--- src/rtl/sps_consts.vh ---
/*
  Constants for the shutdown and power-up sequencer: power state codes,
  clock rate, timing figures and derived cycle counts.
  Assumes a single 200 MHz system clock and a nominal 32.768 kHz slow clock pin.
*/
`ifndef SPS_CONSTS_VH
`define SPS_CONSTS_VH

// power state codes
`define SPS_ST_W 3
`define SPS_ST_SHUT 3'h0
`define SPS_ST_PWRUP 3'h1
`define SPS_ST_ACTIVE 3'h2
`define SPS_ST_SLEEP 3'h3
`define SPS_ST_STALL 3'h4

// system clock rate
`define SPS_MCLK_KHZ 200000

// latest completion indication after release, in ms
`define SPS_RTS_LIMIT_MS 100
// longest time rounds down: whole mclk cycles
`define SPS_RTS_LIMIT_CYC 25'd20000000
`define SPS_TMR_W 25

// slow clock cycles the host may take to settle after release
`define SPS_SLOW_STABLE_CYC 64
// slow clock cycles counted before completion is shown
`define SPS_PWRUP_SLOW_CYC 8'd96
`define SPS_SLOW_W 8

// reset values
`define SPS_RST_RTS 1'h1
`define SPS_RST_TX 1'h1

`endif

--- src/rtl/sps_sequencer.v ---
/*
  Shutdown and power-up sequencer with pin state control for a dual-mode
  wireless controller. Holds the core in reset while the hold-off pin is low,
  times power-up on the slow clock and shows completion by driving the link
  RTS pin low, and sets output enable and pull state of every I/O pin but the slow clock pin.
  Assumes: pin inputs are asynchronous to mclk; supply-good levels come from
  analog detectors; core-side signals are on mclk.
*/
// Contract
// RULE1: host releases hold-off only after both supplies are stable.
// RULE2: host gives stable fast clock within 20 ms of release.
// RULE3: host gives stable slow clock within 2 ms of release.
// RULE4: device drives link RTS low within 100 ms of release.
// RULE5: host treats missing RTS low as failed power-up and rechecks.
// RULE6: hold-off low keeps device in low power with all logic reset.
// RULE7: host holds hold-off low at least 5 ms to reset.
// RULE8: all pins high impedance with pulls during shutdown and power-up.
// RULE9: active only with both supplies present and hold-off released.
// RULE10: host drives only fail-safe pins while I/O supply is absent.
// RULE11: shutdown pulls: link pins and debug up, audio pins down.
// RULE12: active and sleep pin directions and pulls per pin table.
// RULE13: internal pulldown keeps hold-off low when undriven.
// RULE14: host slow clock is 32.768 kHz, stable within 64 cycles.
// RULE15: release synchronised to slow clock, power-up timed in slow cycles; the code synchronises release to mclk instead.
`timescale 1ns/1ps
`include "sps_consts.vh"

module sps_sequencer #(
  parameter [`SPS_TMR_W-1:0] RTS_LIMIT_CYC = `SPS_RTS_LIMIT_CYC,
  parameter [`SPS_SLOW_W-1:0] PWRUP_SLOW_CYC = `SPS_PWRUP_SLOW_CYC
) (
  input wire mclk,
  input wire rst_n,
  input wire power_hold_off_n,
  output reg holdOffPullDown_ff,
  input wire slowClkIn,
  input wire mainSupplyOk,
  input wire ioSupplyOk,
  input wire host_link_rx,
  output reg hostLinkRxPullUp_ff,
  output reg host_link_tx_ff,
  output reg hostLinkTxOe_ff,
  output reg hostLinkTxPullUp_ff,
  output reg host_link_rts_ff,
  output reg hostLinkRtsOe_ff,
  output reg hostLinkRtsPullUp_ff,
  input wire host_link_cts,
  output reg hostLinkCtsPullUp_ff,
  input wire audio_bit_clock,
  input wire audio_frame_sync,
  input wire audio_serial_in,
  output reg audioInPullDown_ff,
  output reg audio_serial_out_ff,
  output reg audioOutOe_ff,
  output reg audioOutPullDown_ff,
  output reg debug_trace_out_ff,
  output reg debugOe_ff,
  output reg debugPullUp_ff,
  input wire coreTxData,
  input wire coreRxBusy,
  input wire coreDebugData,
  input wire deepSleepReq,
  output reg coreRst_n_ff,
  output reg coreRx_ff,
  output reg coreCts_ff,
  output reg coreAudClk_ff,
  output reg coreAudFsync_ff,
  output reg coreAudIn_ff,
  output reg [`SPS_ST_W-1:0] power_state_ff,
  output reg powerUpDone_ff,
  output reg powerUpStall_ff
);

  localparam PIN_N = 9;
  localparam [`SPS_ST_W-1:0] ST_SHUT = `SPS_ST_SHUT;
  localparam [`SPS_ST_W-1:0] ST_PWRUP = `SPS_ST_PWRUP;
  localparam [`SPS_ST_W-1:0] ST_ACTIVE = `SPS_ST_ACTIVE;
  localparam [`SPS_ST_W-1:0] ST_SLEEP = `SPS_ST_SLEEP;
  localparam [`SPS_ST_W-1:0] ST_STALL = `SPS_ST_STALL;

  // two-stage synchroniser for every asynchronous pin
  wire [PIN_N-1:0] pinRaw;
  reg [PIN_N-1:0] pinMeta_ff;
  reg [PIN_N-1:0] pinSync_ff;
  assign pinRaw = {power_hold_off_n, slowClkIn, mainSupplyOk, ioSupplyOk, host_link_rx,
                   host_link_cts, audio_bit_clock, audio_frame_sync, audio_serial_in};

  genvar gi;
  generate
    for (gi = 0; gi < PIN_N; gi = gi + 1) begin : g_sync
      always @(posedge mclk or negedge rst_n) begin
        if (!rst_n) begin
          pinMeta_ff[gi] <= 1'h0;
          pinSync_ff[gi] <= 1'h0;
        end else begin
          pinMeta_ff[gi] <= pinRaw[gi];
          pinSync_ff[gi] <= pinMeta_ff[gi];
        end
      end
    end
  endgenerate

  wire holdOffN = pinSync_ff[8];
  wire slowClk = pinSync_ff[7];
  wire mainOk = pinSync_ff[6];
  wire ioOk = pinSync_ff[5];
  wire linkRx = pinSync_ff[4];
  wire linkCts = pinSync_ff[3];
  wire audClk = pinSync_ff[2];
  wire audFsync = pinSync_ff[1];
  wire audIn = pinSync_ff[0];

  // slow clock rising edge, taken from the second stage only
  reg slowPrev_ff;
  wire slowRise = slowClk & ~slowPrev_ff;

  reg [`SPS_ST_W-1:0] state_ff;
  reg [`SPS_ST_W-1:0] nxt_state;
  reg [`SPS_SLOW_W-1:0] slowCnt_ff;
  reg [`SPS_SLOW_W-1:0] nxt_slowCnt;
  reg [`SPS_TMR_W-1:0] tmr_ff;
  reg [`SPS_TMR_W-1:0] nxt_tmr;
  reg rtsShown_ff;

  wire runAllowed = holdOffN & mainOk & ioOk;

  always @* begin
    nxt_state = state_ff;
    nxt_slowCnt = slowCnt_ff;
    nxt_tmr = tmr_ff;
    if (!runAllowed) begin
      nxt_state = ST_SHUT; // [RULE6] [RULE9]
      nxt_slowCnt = {`SPS_SLOW_W{1'b0}};
      nxt_tmr = {`SPS_TMR_W{1'b0}};
    end else begin
      case (state_ff)
        ST_SHUT: begin
          nxt_state = ST_PWRUP; // [RULE9]
        end
        ST_PWRUP: begin
          nxt_tmr = tmr_ff + {{(`SPS_TMR_W-1){1'b0}}, 1'b1};
          if (slowRise) begin
            nxt_slowCnt = slowCnt_ff + {{(`SPS_SLOW_W-1){1'b0}}, 1'b1}; // [RULE15]
          end
          if (slowRise && slowCnt_ff == PWRUP_SLOW_CYC - {{(`SPS_SLOW_W-1){1'b0}}, 1'b1}) begin
            nxt_state = ST_ACTIVE; // [RULE15] [RULE4]
          end else if (tmr_ff == RTS_LIMIT_CYC - {{(`SPS_TMR_W-1){1'b0}}, 1'b1}) begin
            nxt_state = ST_STALL; // [RULE4]
          end
        end
        ST_ACTIVE: begin
          if (deepSleepReq) begin
            nxt_state = ST_SLEEP;
          end
        end
        ST_SLEEP: begin
          if (!deepSleepReq) begin
            nxt_state = ST_ACTIVE;
          end
        end
        ST_STALL: begin
          nxt_state = ST_STALL;
        end
        default: begin
          nxt_state = ST_SHUT;
        end
      endcase
    end
  end

  // pin state per power state
  wire nxtOn = (nxt_state == ST_ACTIVE) || (nxt_state == ST_SLEEP);
  wire nxtActive = (nxt_state == ST_ACTIVE);
  reg nxt_rts;
  reg nxt_tx;
  reg nxt_dbg;
  always @* begin
    nxt_rts = `SPS_RST_RTS;
    nxt_tx = `SPS_RST_TX;
    nxt_dbg = 1'h0;
    if (nxtOn) begin
      nxt_rts = rtsShown_ff ? coreRxBusy : 1'h0; // [RULE4]
      nxt_tx = coreTxData; // [RULE12]
      nxt_dbg = coreDebugData;
    end
  end

  always @(posedge mclk or negedge rst_n) begin
    if (!rst_n) begin
      slowPrev_ff <= 1'h0;
      state_ff <= ST_SHUT;
      slowCnt_ff <= {`SPS_SLOW_W{1'b0}};
      tmr_ff <= {`SPS_TMR_W{1'b0}};
      rtsShown_ff <= 1'h0;
      power_state_ff <= ST_SHUT;
      powerUpDone_ff <= 1'h0;
      powerUpStall_ff <= 1'h0;
      coreRst_n_ff <= 1'h0;
      holdOffPullDown_ff <= 1'h1;
      hostLinkRxPullUp_ff <= 1'h1;
      host_link_tx_ff <= `SPS_RST_TX;
      hostLinkTxOe_ff <= 1'h0;
      hostLinkTxPullUp_ff <= 1'h1;
      host_link_rts_ff <= `SPS_RST_RTS;
      hostLinkRtsOe_ff <= 1'h0;
      hostLinkRtsPullUp_ff <= 1'h1;
      hostLinkCtsPullUp_ff <= 1'h1;
      audioInPullDown_ff <= 1'h1;
      audio_serial_out_ff <= 1'h0;
      audioOutOe_ff <= 1'h0;
      audioOutPullDown_ff <= 1'h1;
      debug_trace_out_ff <= 1'h0;
      debugOe_ff <= 1'h0;
      debugPullUp_ff <= 1'h1;
      coreRx_ff <= 1'h1;
      coreCts_ff <= 1'h1;
      coreAudClk_ff <= 1'h0;
      coreAudFsync_ff <= 1'h0;
      coreAudIn_ff <= 1'h0;
    end else begin
      slowPrev_ff <= slowClk;
      state_ff <= nxt_state;
      slowCnt_ff <= nxt_slowCnt;
      tmr_ff <= nxt_tmr;
      rtsShown_ff <= nxtOn;
      power_state_ff <= nxt_state;
      powerUpDone_ff <= nxtOn;
      powerUpStall_ff <= (nxt_state == ST_STALL);
      coreRst_n_ff <= nxtOn; // [RULE6]
      holdOffPullDown_ff <= 1'h1; // [RULE13]
      // outputs: driven only when on, otherwise hi-z with pull
      host_link_tx_ff <= nxt_tx;
      hostLinkTxOe_ff <= nxtOn; // [RULE8] [RULE12]
      hostLinkTxPullUp_ff <= ~nxtOn; // [RULE11]
      host_link_rts_ff <= nxt_rts;
      hostLinkRtsOe_ff <= nxtOn; // [RULE8] [RULE12]
      hostLinkRtsPullUp_ff <= ~nxtOn; // [RULE11]
      debug_trace_out_ff <= nxt_dbg;
      debugOe_ff <= nxtActive; // [RULE8]
      debugPullUp_ff <= ~nxtActive; // [RULE11]
      // inputs keep their pulls in every state
      hostLinkRxPullUp_ff <= 1'h1; // [RULE11] [RULE12]
      hostLinkCtsPullUp_ff <= 1'h1; // [RULE11] [RULE12]
      audioInPullDown_ff <= 1'h1; // [RULE11] [RULE12]
      audio_serial_out_ff <= 1'h0;
      audioOutOe_ff <= 1'h0; // [RULE12]
      audioOutPullDown_ff <= 1'h1; // [RULE11] [RULE12]
      // pin inputs reach the core only when on
      coreRx_ff <= nxtOn ? linkRx : 1'h1;
      coreCts_ff <= nxtOn ? linkCts : 1'h1;
      coreAudClk_ff <= nxtOn & audClk;
      coreAudFsync_ff <= nxtOn & audFsync;
      coreAudIn_ff <= nxtOn & audIn;
    end
  end

endmodule // sps_sequencer

--- config.mk ---
export PLATFORM = sky130hd
export DESIGN_NAME = sps_sequencer
export DESIGN_NICKNAME = d
export VERILOG_FILES = /design/src/rtl/sps_sequencer.v
export VERILOG_INCLUDE_DIRS = /design/src /design/src/rtl
export SDC_FILE = /design/constraint.sdc
export NUM_CORES = 1
export LEC_CHECK = 0
export BUFFER_PORTS_ARGS = -buffer_cell sky130_fd_sc_hd__buf_2
export CAP_MARGIN = 20
export CORE_MARGIN = 2
export CORE_UTILIZATION = 50
export DETAILED_ROUTE_END_ITERATION = 10
export HOLD_SLACK_MARGIN = 0.1
export PLACE_DENSITY_LB_ADDON = 0.2
export RECOVER_POWER = 50
export REMOVE_ABC_BUFFERS = 1
export SLEW_MARGIN = 20
export SYNTH_ARGS = -nofsm -noshare
export SYNTH_HDL_FRONTEND = slang
export SYNTH_SLANG_ARGS = --single-unit
--- constraint.sdc ---
create_clock -name mclk -period 2.1 [get_ports mclk]
set_input_delay 0.42 -clock mclk [delete_from_list [all_inputs] [get_ports mclk]]
set_output_delay 0.42 -clock mclk [all_outputs]
set_load 0.02 [all_outputs]
==> flow_summary.json, run 1 <==
{
  "routed-via-count": 2105,
  "use_met2_pct": 30.58,
  "chipWidth_um": 79.90,
  "timing.final.crit_share_pct": 98.59,
  "core_area_um2": 5540,
  "track_usage_pct": 19.01,
  "power.share.clock_pct": 43.0,
  "floorplan.rows": 27,
  "synthesis.yosys.warnings": 0,
  "cts_max_path_buffers": 2,
  "grt_start_max_net_pins": 53,
  "wl_per_cell_um": 14.43,
  "flip_flop_and_latch_count_after_synthesis": 68,
  "setup_ws_ns": 0.02961,
  "mappedNetlistArea_um2": 2880,
  "io_buffers": 34,
  "cp_data_required_time_ns": 2.37,
  "die-height_um": 79.90,
  "holdCritPathClass": "primary input to flip-flop",
  "finalWeightedCongestion": 0.8190,
  "tritoncts": "yes",
  "p_leak_uw": 0.001415,
  "drc_errors": 0,
  "timing.critical_path.arrival_ns": 2.34,
  "r2r_start": "state_ff[1]",
  "unrepaired_setup_endpoints_after_global_routing": "true",
  "clk_pin_slew_ns": 0.07,
  "path_class": "flip-flop to flip-flop",
  "io_pins": 42,
  "ys_async_sr_fraction_pct": 100.0,
  "clock-skew-final_ns": 0.006993,
  "timing.reg2reg.setup_slack_ns": 0.03,
  "timing.setup.tns_ns": 0,
  "sequential_group_share_of_total_power_pct": 53.3,
  "swShare_pct": 22.51,
  "setup.worst_path.end_class": "flip-flop",
  "ant_nets": 0,
  "antenna_found_initial": 0,
  "yosysSeqAreaShare_pct": 59.34,
  "setup_viol": 0,
  "slew-limit-headroom_pct": 38.82,
  "run_status": "completed",
  "areaGrowthSynthToFinish_pct": 18.38,
  "timing.final.hold_violations": 0,
  "tmin_final_ns": 2.070,
  "clock-sinks": 68,
  "placed_area_um2": 3167,
  "met1_resource_use_gr_pct": 23.93,
  "drt_first_iter_violations": 115,
  "netSwitchingPower_uw": 563.5,
  "clock.fmax_ghz": 0.4830,
  "first_global_vias": 2001,
  "peakVddDrop_mv": 0.5237,
  "critical_path.max_fanout": 7,
  "power.density_cell_area_nw_per_um2": 734.1,
  "clock-root-buffer": "clkbuf_8",
  "post_synth.cell_area_avg_um2": 11.04,
  "filler_cell_count": 476,
  "drt-vias-per-instance": 5.411,
  "floorplan.die_area_um2": 6384,
  "power_report.internal_total_uw": 1939,
  "drive_above_1_share_pct": 25.87,
  "postLayoutCellArea_um2": 3410,
  "floorplan.initialDensity_pct": 51.99,
  "yosys_most_used_dff": "dfrtp_1",
  "min_from": "audio_bit_clock",
  "max_capacitance_violation_count": 0,
  "critical_path.startpoint_type": "flip-flop",
  "worst_skew_pair.late_latency_ns": 0.34,
  "synth-edff-count": 0,
  "drt-pass1-iter-count": 4,
  "worstMarginPinSlew_ns": 0.9177,
  "grt_first_pass_wirelength_um": 9170,
  "busiest_layer": "met2",
  "post_synth_inst_count": 261,
  "diodes_inserted": 0,
  "placement.setup.worst_slack_ns": 0.009761,
  "final_net_count": 329,
  "grt_util_met3_pct": 4.412,
  "cts_inserted_buffers": 9,
  "place.detailed.hpwl_um": 3684,
  "count_of_non_filler_cells_in_the_finished_layout": 389,
  "placed_cells_incl_taps": 369,
  "gr-total-overflow": 0,
  "synth_cell_type_count": 40,
  "power_frac_comb_pct": 3.6,
  "fin_hold_ws_ns": 0.1780,
  "cts.htree.levels": 3,
  "maxSlewViolCount": 0,
  "worst_setup_path_startpoint": "state_ff[1]",
  "finalWirelength_um": 5612
}
==> logic make-up after synthesis <==
kind of cell	synth area share (%)
AOI/OAI and AO/OA	8.862
other	0.2607
buffers and inverters	5.647
adders and majority gates	0.8687
and+or+nand+nor	21.07
DFF	59.34
xor gates and xnor gates	3.953
==> critical path, cell delays in order (launching register included) <==
cell and delay, ns:
dfrtp_1 0.38, or3b_4 0.40, or4_4 0.54, or4_4 0.54
a21oi_2 0.14
==> cells in the final DEF (no fill, tap or decap), drive strengths merged, types with 2 or more instances in the layout <==
cell       n
and4       3
nand2b     4
ha         2
xor2       5
or3       11
xnor2      8
a21oi     22
nand3     11
and3       3
dfstp      6
clkbuf    12
nor3       3
and2       4
conb       7
or4        9
buf       53
dfrtp     62
nand2     15
nor4       7
o21ai     12
clkinvlp   3
nor4b      2
nor2      14
o31ai      8
nor3b      2
nand4      9
inv        8
==> timing repair <==
item / in CTS / in global routing
hold buffers: 1 / 0
endpoints found under the setup margin: 4 / 3
gates resized for setup: 1 / 5
pin swaps: 1 / 2
endpoints found under the hold margin: 11 / 0
cloned: 0 / 0
setup buffers: 0 / 3
==> power groups by stage <==
stage	Combinational [uW]	Sequential, uW	Clock (uW)
2_1_floorplan	30.3	1360	0
3_3_place_gp	91.4	1360	0
3_5_place_dp	93.2	1360	0
4_1_cts	94.9	1330	1110
5_1_grt	103	1340	1160
6_report	91.0	1330	1080
==> area by class of cell <==
class,instances,area [um^2],share of cell area [%]
Timing Repair Buffer,55,330.3,9.688
Tap cell,72,90.09,2.642
Clock buffer,11,141.4,4.147
Sequential cell,68,1709,50.13
Clock inverter,5,61.31,1.798
Inverter,8,30.03,0.8807
Multi-Input combinational cell,170,1047,30.72
==> through the flow <==
stage / util (%) / total power, uW
floorplan: - / 1391
global placement: 57.16 / 1450
detailed placement: 57.16 / 1453
CTS: 61.09 / 2537
global route: 61.54 / 2601
finish: 61.54 / 2503
==> cells in the mapped netlist (2+ instances only) <==
master     n  area share, %
dfrtp_1   62             54
a21oi_1   22            3.8
nand2_1   15            2.0
nor2_1    14            1.8
o21ai_0   12            2.1
buf_4     11            2.9
nand3_1   11            1.9
or3_1     11            2.4
nand4_1    9            2.0
inv_1      8            1.0
o31ai_1    8            2.1
or4_1      8            2.1
xnor2_1    8            2.4
nor4_1     7            1.5
dfstp_2    6            5.5
xor2_1     5            1.5
and2_1     4           0.87
clkbuf_1   4           0.52
nand2b_1   4           0.87
and3_1     3           0.65
and4_1     3           0.91
nor3_1     3           0.52
buf_1      2           0.26
buf_6      2           0.78
conb_1     2           0.26
ha_1       2           0.87
nor4b_1    2           0.61
==> flip-flops by register name, summed over array words and instances, names as in the netlist, 3 cells and up <==
register / flops
pinMeta_ff: 9
tmr_ff: 25
state_ff: 3
slowCnt_ff: 8
==> per-layer routing <==
layer	part of all wire (%)	routed length [um]
met2	50	2805
met3	3.3	183
met1	45	2517
met4	1.9	106
met5	0	0
==> worst paths after layout <==
path	to	depth (start not counted)
setup / recovery	tmr_ff[19]	4
hold / removal	pinMeta_ff[2]	1
setup reg to reg	tmr_ff[19]	4
hold reg to reg	audIn	0
max in group asynchronous	tmr_ff[21]	3
min in group asynchronous	tmr_ff[17]	2
Power figures use the tool's default switching activity.
==> inputs of run 2 (changes only) <==
--- a/config.mk
+++ b/config.mk
@@ -11,9 +11,9 @@
 export CORE_MARGIN = 2
 export CORE_UTILIZATION = 50
 export DETAILED_ROUTE_END_ITERATION = 10
+export GPL_TIMING_DRIVEN = 0
 export HOLD_SLACK_MARGIN = 0.1
 export PLACE_DENSITY_LB_ADDON = 0.2
-export RECOVER_POWER = 50
 export REMOVE_ABC_BUFFERS = 1
 export SLEW_MARGIN = 20
 export SYNTH_ARGS = -nofsm -noshare
==> run 2 against run 1 <==
Setup slack got worse by 0.017 ns; die area did not move; power fell by 3.3%; non-clock buffer count fell by 4; worst hold slack improved by 0.0057 ns; highest routed layer unchanged; maximum frequency fell by 0.79%; critical endpoint is now tmr_ff[23]; largest power group unchanged; via count rose by 1.9%; wire length rose by 2.4%; largest cell class unchanged; final area rose by 1.6%; first-iteration DRC count rose by 48%.
==> flow_summary.json, run 2 (synthesis results as in run 1) <==
{
  "critical_path.startpoint_type": "flip-flop",
  "timing.critical_path.arrival_ns": 2.36,
  "finalWeightedCongestion": 0.7975,
  "holdCritPathClass": "primary input to flip-flop",
  "most-common-layout-cells": "dfrtp_1, buf_2, a21oi_1",
  "placed_area_um2": 3089,
  "final_net_count": 326,
  "areaGrowthSynthToFinish_pct": 20.24,
  "wl_per_cell_um": 14.89,
  "antenna_found_initial": 0,
  "floorplan.die_area_um2": 6384,
  "finalWirelength_um": 5749,
  "cts_inserted_buffers": 9,
  "clock-root-buffer": "clkbuf_8",
  "critical_path.max_fanout": 7,
  "placed_cells_incl_taps": 354,
  "chipWidth_um": 79.90,
  "postLayoutCellArea_um2": 3463,
  "cp_cell_sequence": "or3b_4 -> or4_4 -> or4_1 -> a21oi_2",
  "drt-vias-per-instance": 5.554,
  "slowest_stage_delay_cp_ns": 0.54,
  "timing.final.crit_share_pct": 99.38,
  "clock.fmax_ghz": 0.4792,
  "floorplan.rows": 27,
  "p_leak_uw": 0.001408,
  "worst_path_dominant_cell_family": "simple AND/OR/NAND/NOR gates",
  "first_global_vias": 2045,
  "timing.setup.tns_ns": 0,
  "peakVddDrop_mv": 0.5064,
  "biggestRegsByFlops": "tmr_ff x25, pinMeta_ff x9, slowCnt_ff x8",
  "path_class": "flip-flop to flip-flop",
  "clock-skew-final_ns": 0.005303,
  "register_containing_the_most_flip_flops_in_the_final_layout": "tmr_ff",
  "tritoncts": "yes",
  "drc_errors": 0,
  "run_status": "completed",
  "power.density_cell_area_nw_per_um2": 698.9,
  "floorplan.initialDensity_pct": 51.99,
  "clock-sinks": 68,
  "track_usage_pct": 19.67,
  "core_area_um2": 5540,
  "cp_num_buf_inv": 0,
  "critical-path-slowest-cell": "or4_1",
  "worst_skew_pair.late_latency_ns": 0.33,
  "count_of_non_filler_cells_in_the_finished_layout": 386,
  "setup_viol": 0,
  "cts_max_path_buffers": 2,
  "cts.htree.levels": 3,
  "unrepaired_setup_endpoints_after_global_routing": "true",
  "gr-total-overflow": 0,
  "setup.worst_path.end_class": "flip-flop",
  "most_common_cell_after_layout_fill_and_taps_aside": "dfrtp_1",
  "drt-pass1-iter-count": 4,
  "filler_cell_count": 467,
  "diodes_inserted": 0,
  "place.detailed.hpwl_um": 3518,
  "largest_register_ff_count": 25,
  "clk_pin_slew_ns": 0.07,
  "slew-limit-headroom_pct": 64.73,
  "timing.final.hold_violations": 0,
  "die-height_um": 79.90,
  "io_buffers": 34,
  "grt_start_max_net_pins": 57,
  "drt_first_iter_violations": 170,
  "drive_above_1_share_pct": 28.34,
  "max_capacitance_violation_count": 0,
  "cp_data_required_time_ns": 2.37,
  "tmin_final_ns": 2.087,
  "io_pins": 42,
  "ant_nets": 0,
  "fin_util_pct": 62.51,
  "grt_first_pass_wirelength_um": 9563,
  "maxSlewViolCount": 0,
  "routed-via-count": 2144,
  "worstMarginPinSlew_ns": 0.5262
}
[run 2: cell count changes in the layout (fill, tap and decap cells not counted), sizes merged]
cell / change
buf: -3
bufinv: -1
clkbuf: -1
clkinv: +1
or4: +1
[run 2: stage by stage]
stage / hold WS, ns / total power [uW] / worst slack, ns
5_1_grt: 0.1663 / 2513 / -0.03001
4_1_cts: 0.1717 / 2440 / 0.0007239
3_5_place_dp: 0.2884 / 1451 / -0.2656
2_1_floorplan: 0.1244 / 1391 / -0.1625
3_3_place_gp: 0.3318 / 1437 / -0.7669
6_report: 0.1837 / 2420 / 0.01304
[run 2: where the power goes]
group          total, uW  internal (uW)  switching [uW]
Sequential          1340           1330            7.69
Combinational       97.3           33.0            64.3
Clock                986            492             494
Total               2420           1850             566
[run 2: worst reg2reg max path: stages, from the launching register on]
cell and delay (ns):
dfrtp_2 0.43, or3b_4 0.42, or4_4 0.50, or4_1 0.55, a21oi_2 0.13
[run 2: layer usage]
layer / global-route usage [%] / routed length, um / up-vias
met5: 0 / 0 / -
met4: 9.322 / 98 / 0
met1: 26.36 / 2587 / 1068
li1: - / - / 1022
met2: 30.75 / 2848 / 44
met3: 3.959 / 215 / 10
[run 2: worst paths after layout]
path / end / cells past startpoint / slack [ns] / start
worst max-delay path: tmr_ff[23] / 4 / 0.01 / state_ff[2]
worst min-delay path: pinMeta_ff[8] / 1 / 0.18 / power_hold_off_n
worst max register to register: tmr_ff[23] / 4 / 0.01 / state_ff[2]
worst min register to register: mainOk / 0 / 0.35 / pinMeta_ff[6]
max in group asynchronous: debugPullUp_ff / 3 / 1.06 / rst_n
min in group asynchronous: tmr_ff[16] / 2 / 0.48 / rst_n
[run 2: cell type report]
class / instances / area [um^2] / area share (%)
Clock inverter: 5 / 36.28 / 1.048
Sequential cell: 68 / 1713 / 49.46
Multi-Input combinational cell: 171 / 1096 / 31.65
Inverter: 8 / 30.03 / 0.8671
Clock buffer: 11 / 151.4 / 4.371
Timing Repair Buffer: 51 / 346.6 / 10.01
Tap cell: 72 / 90.09 / 2.601
[run 2: what timing repair did]
action / 4_1_cts / 5_1_grt
resized for setup: 8 / 7
hold buffers: 1 / 0
cloned: 1 / 0
setup endpoints to repair: 14 / 17
buffers inserted: 12 / 2
hold endpoints to repair: 9 / 0
pin swaps: 4 / 1
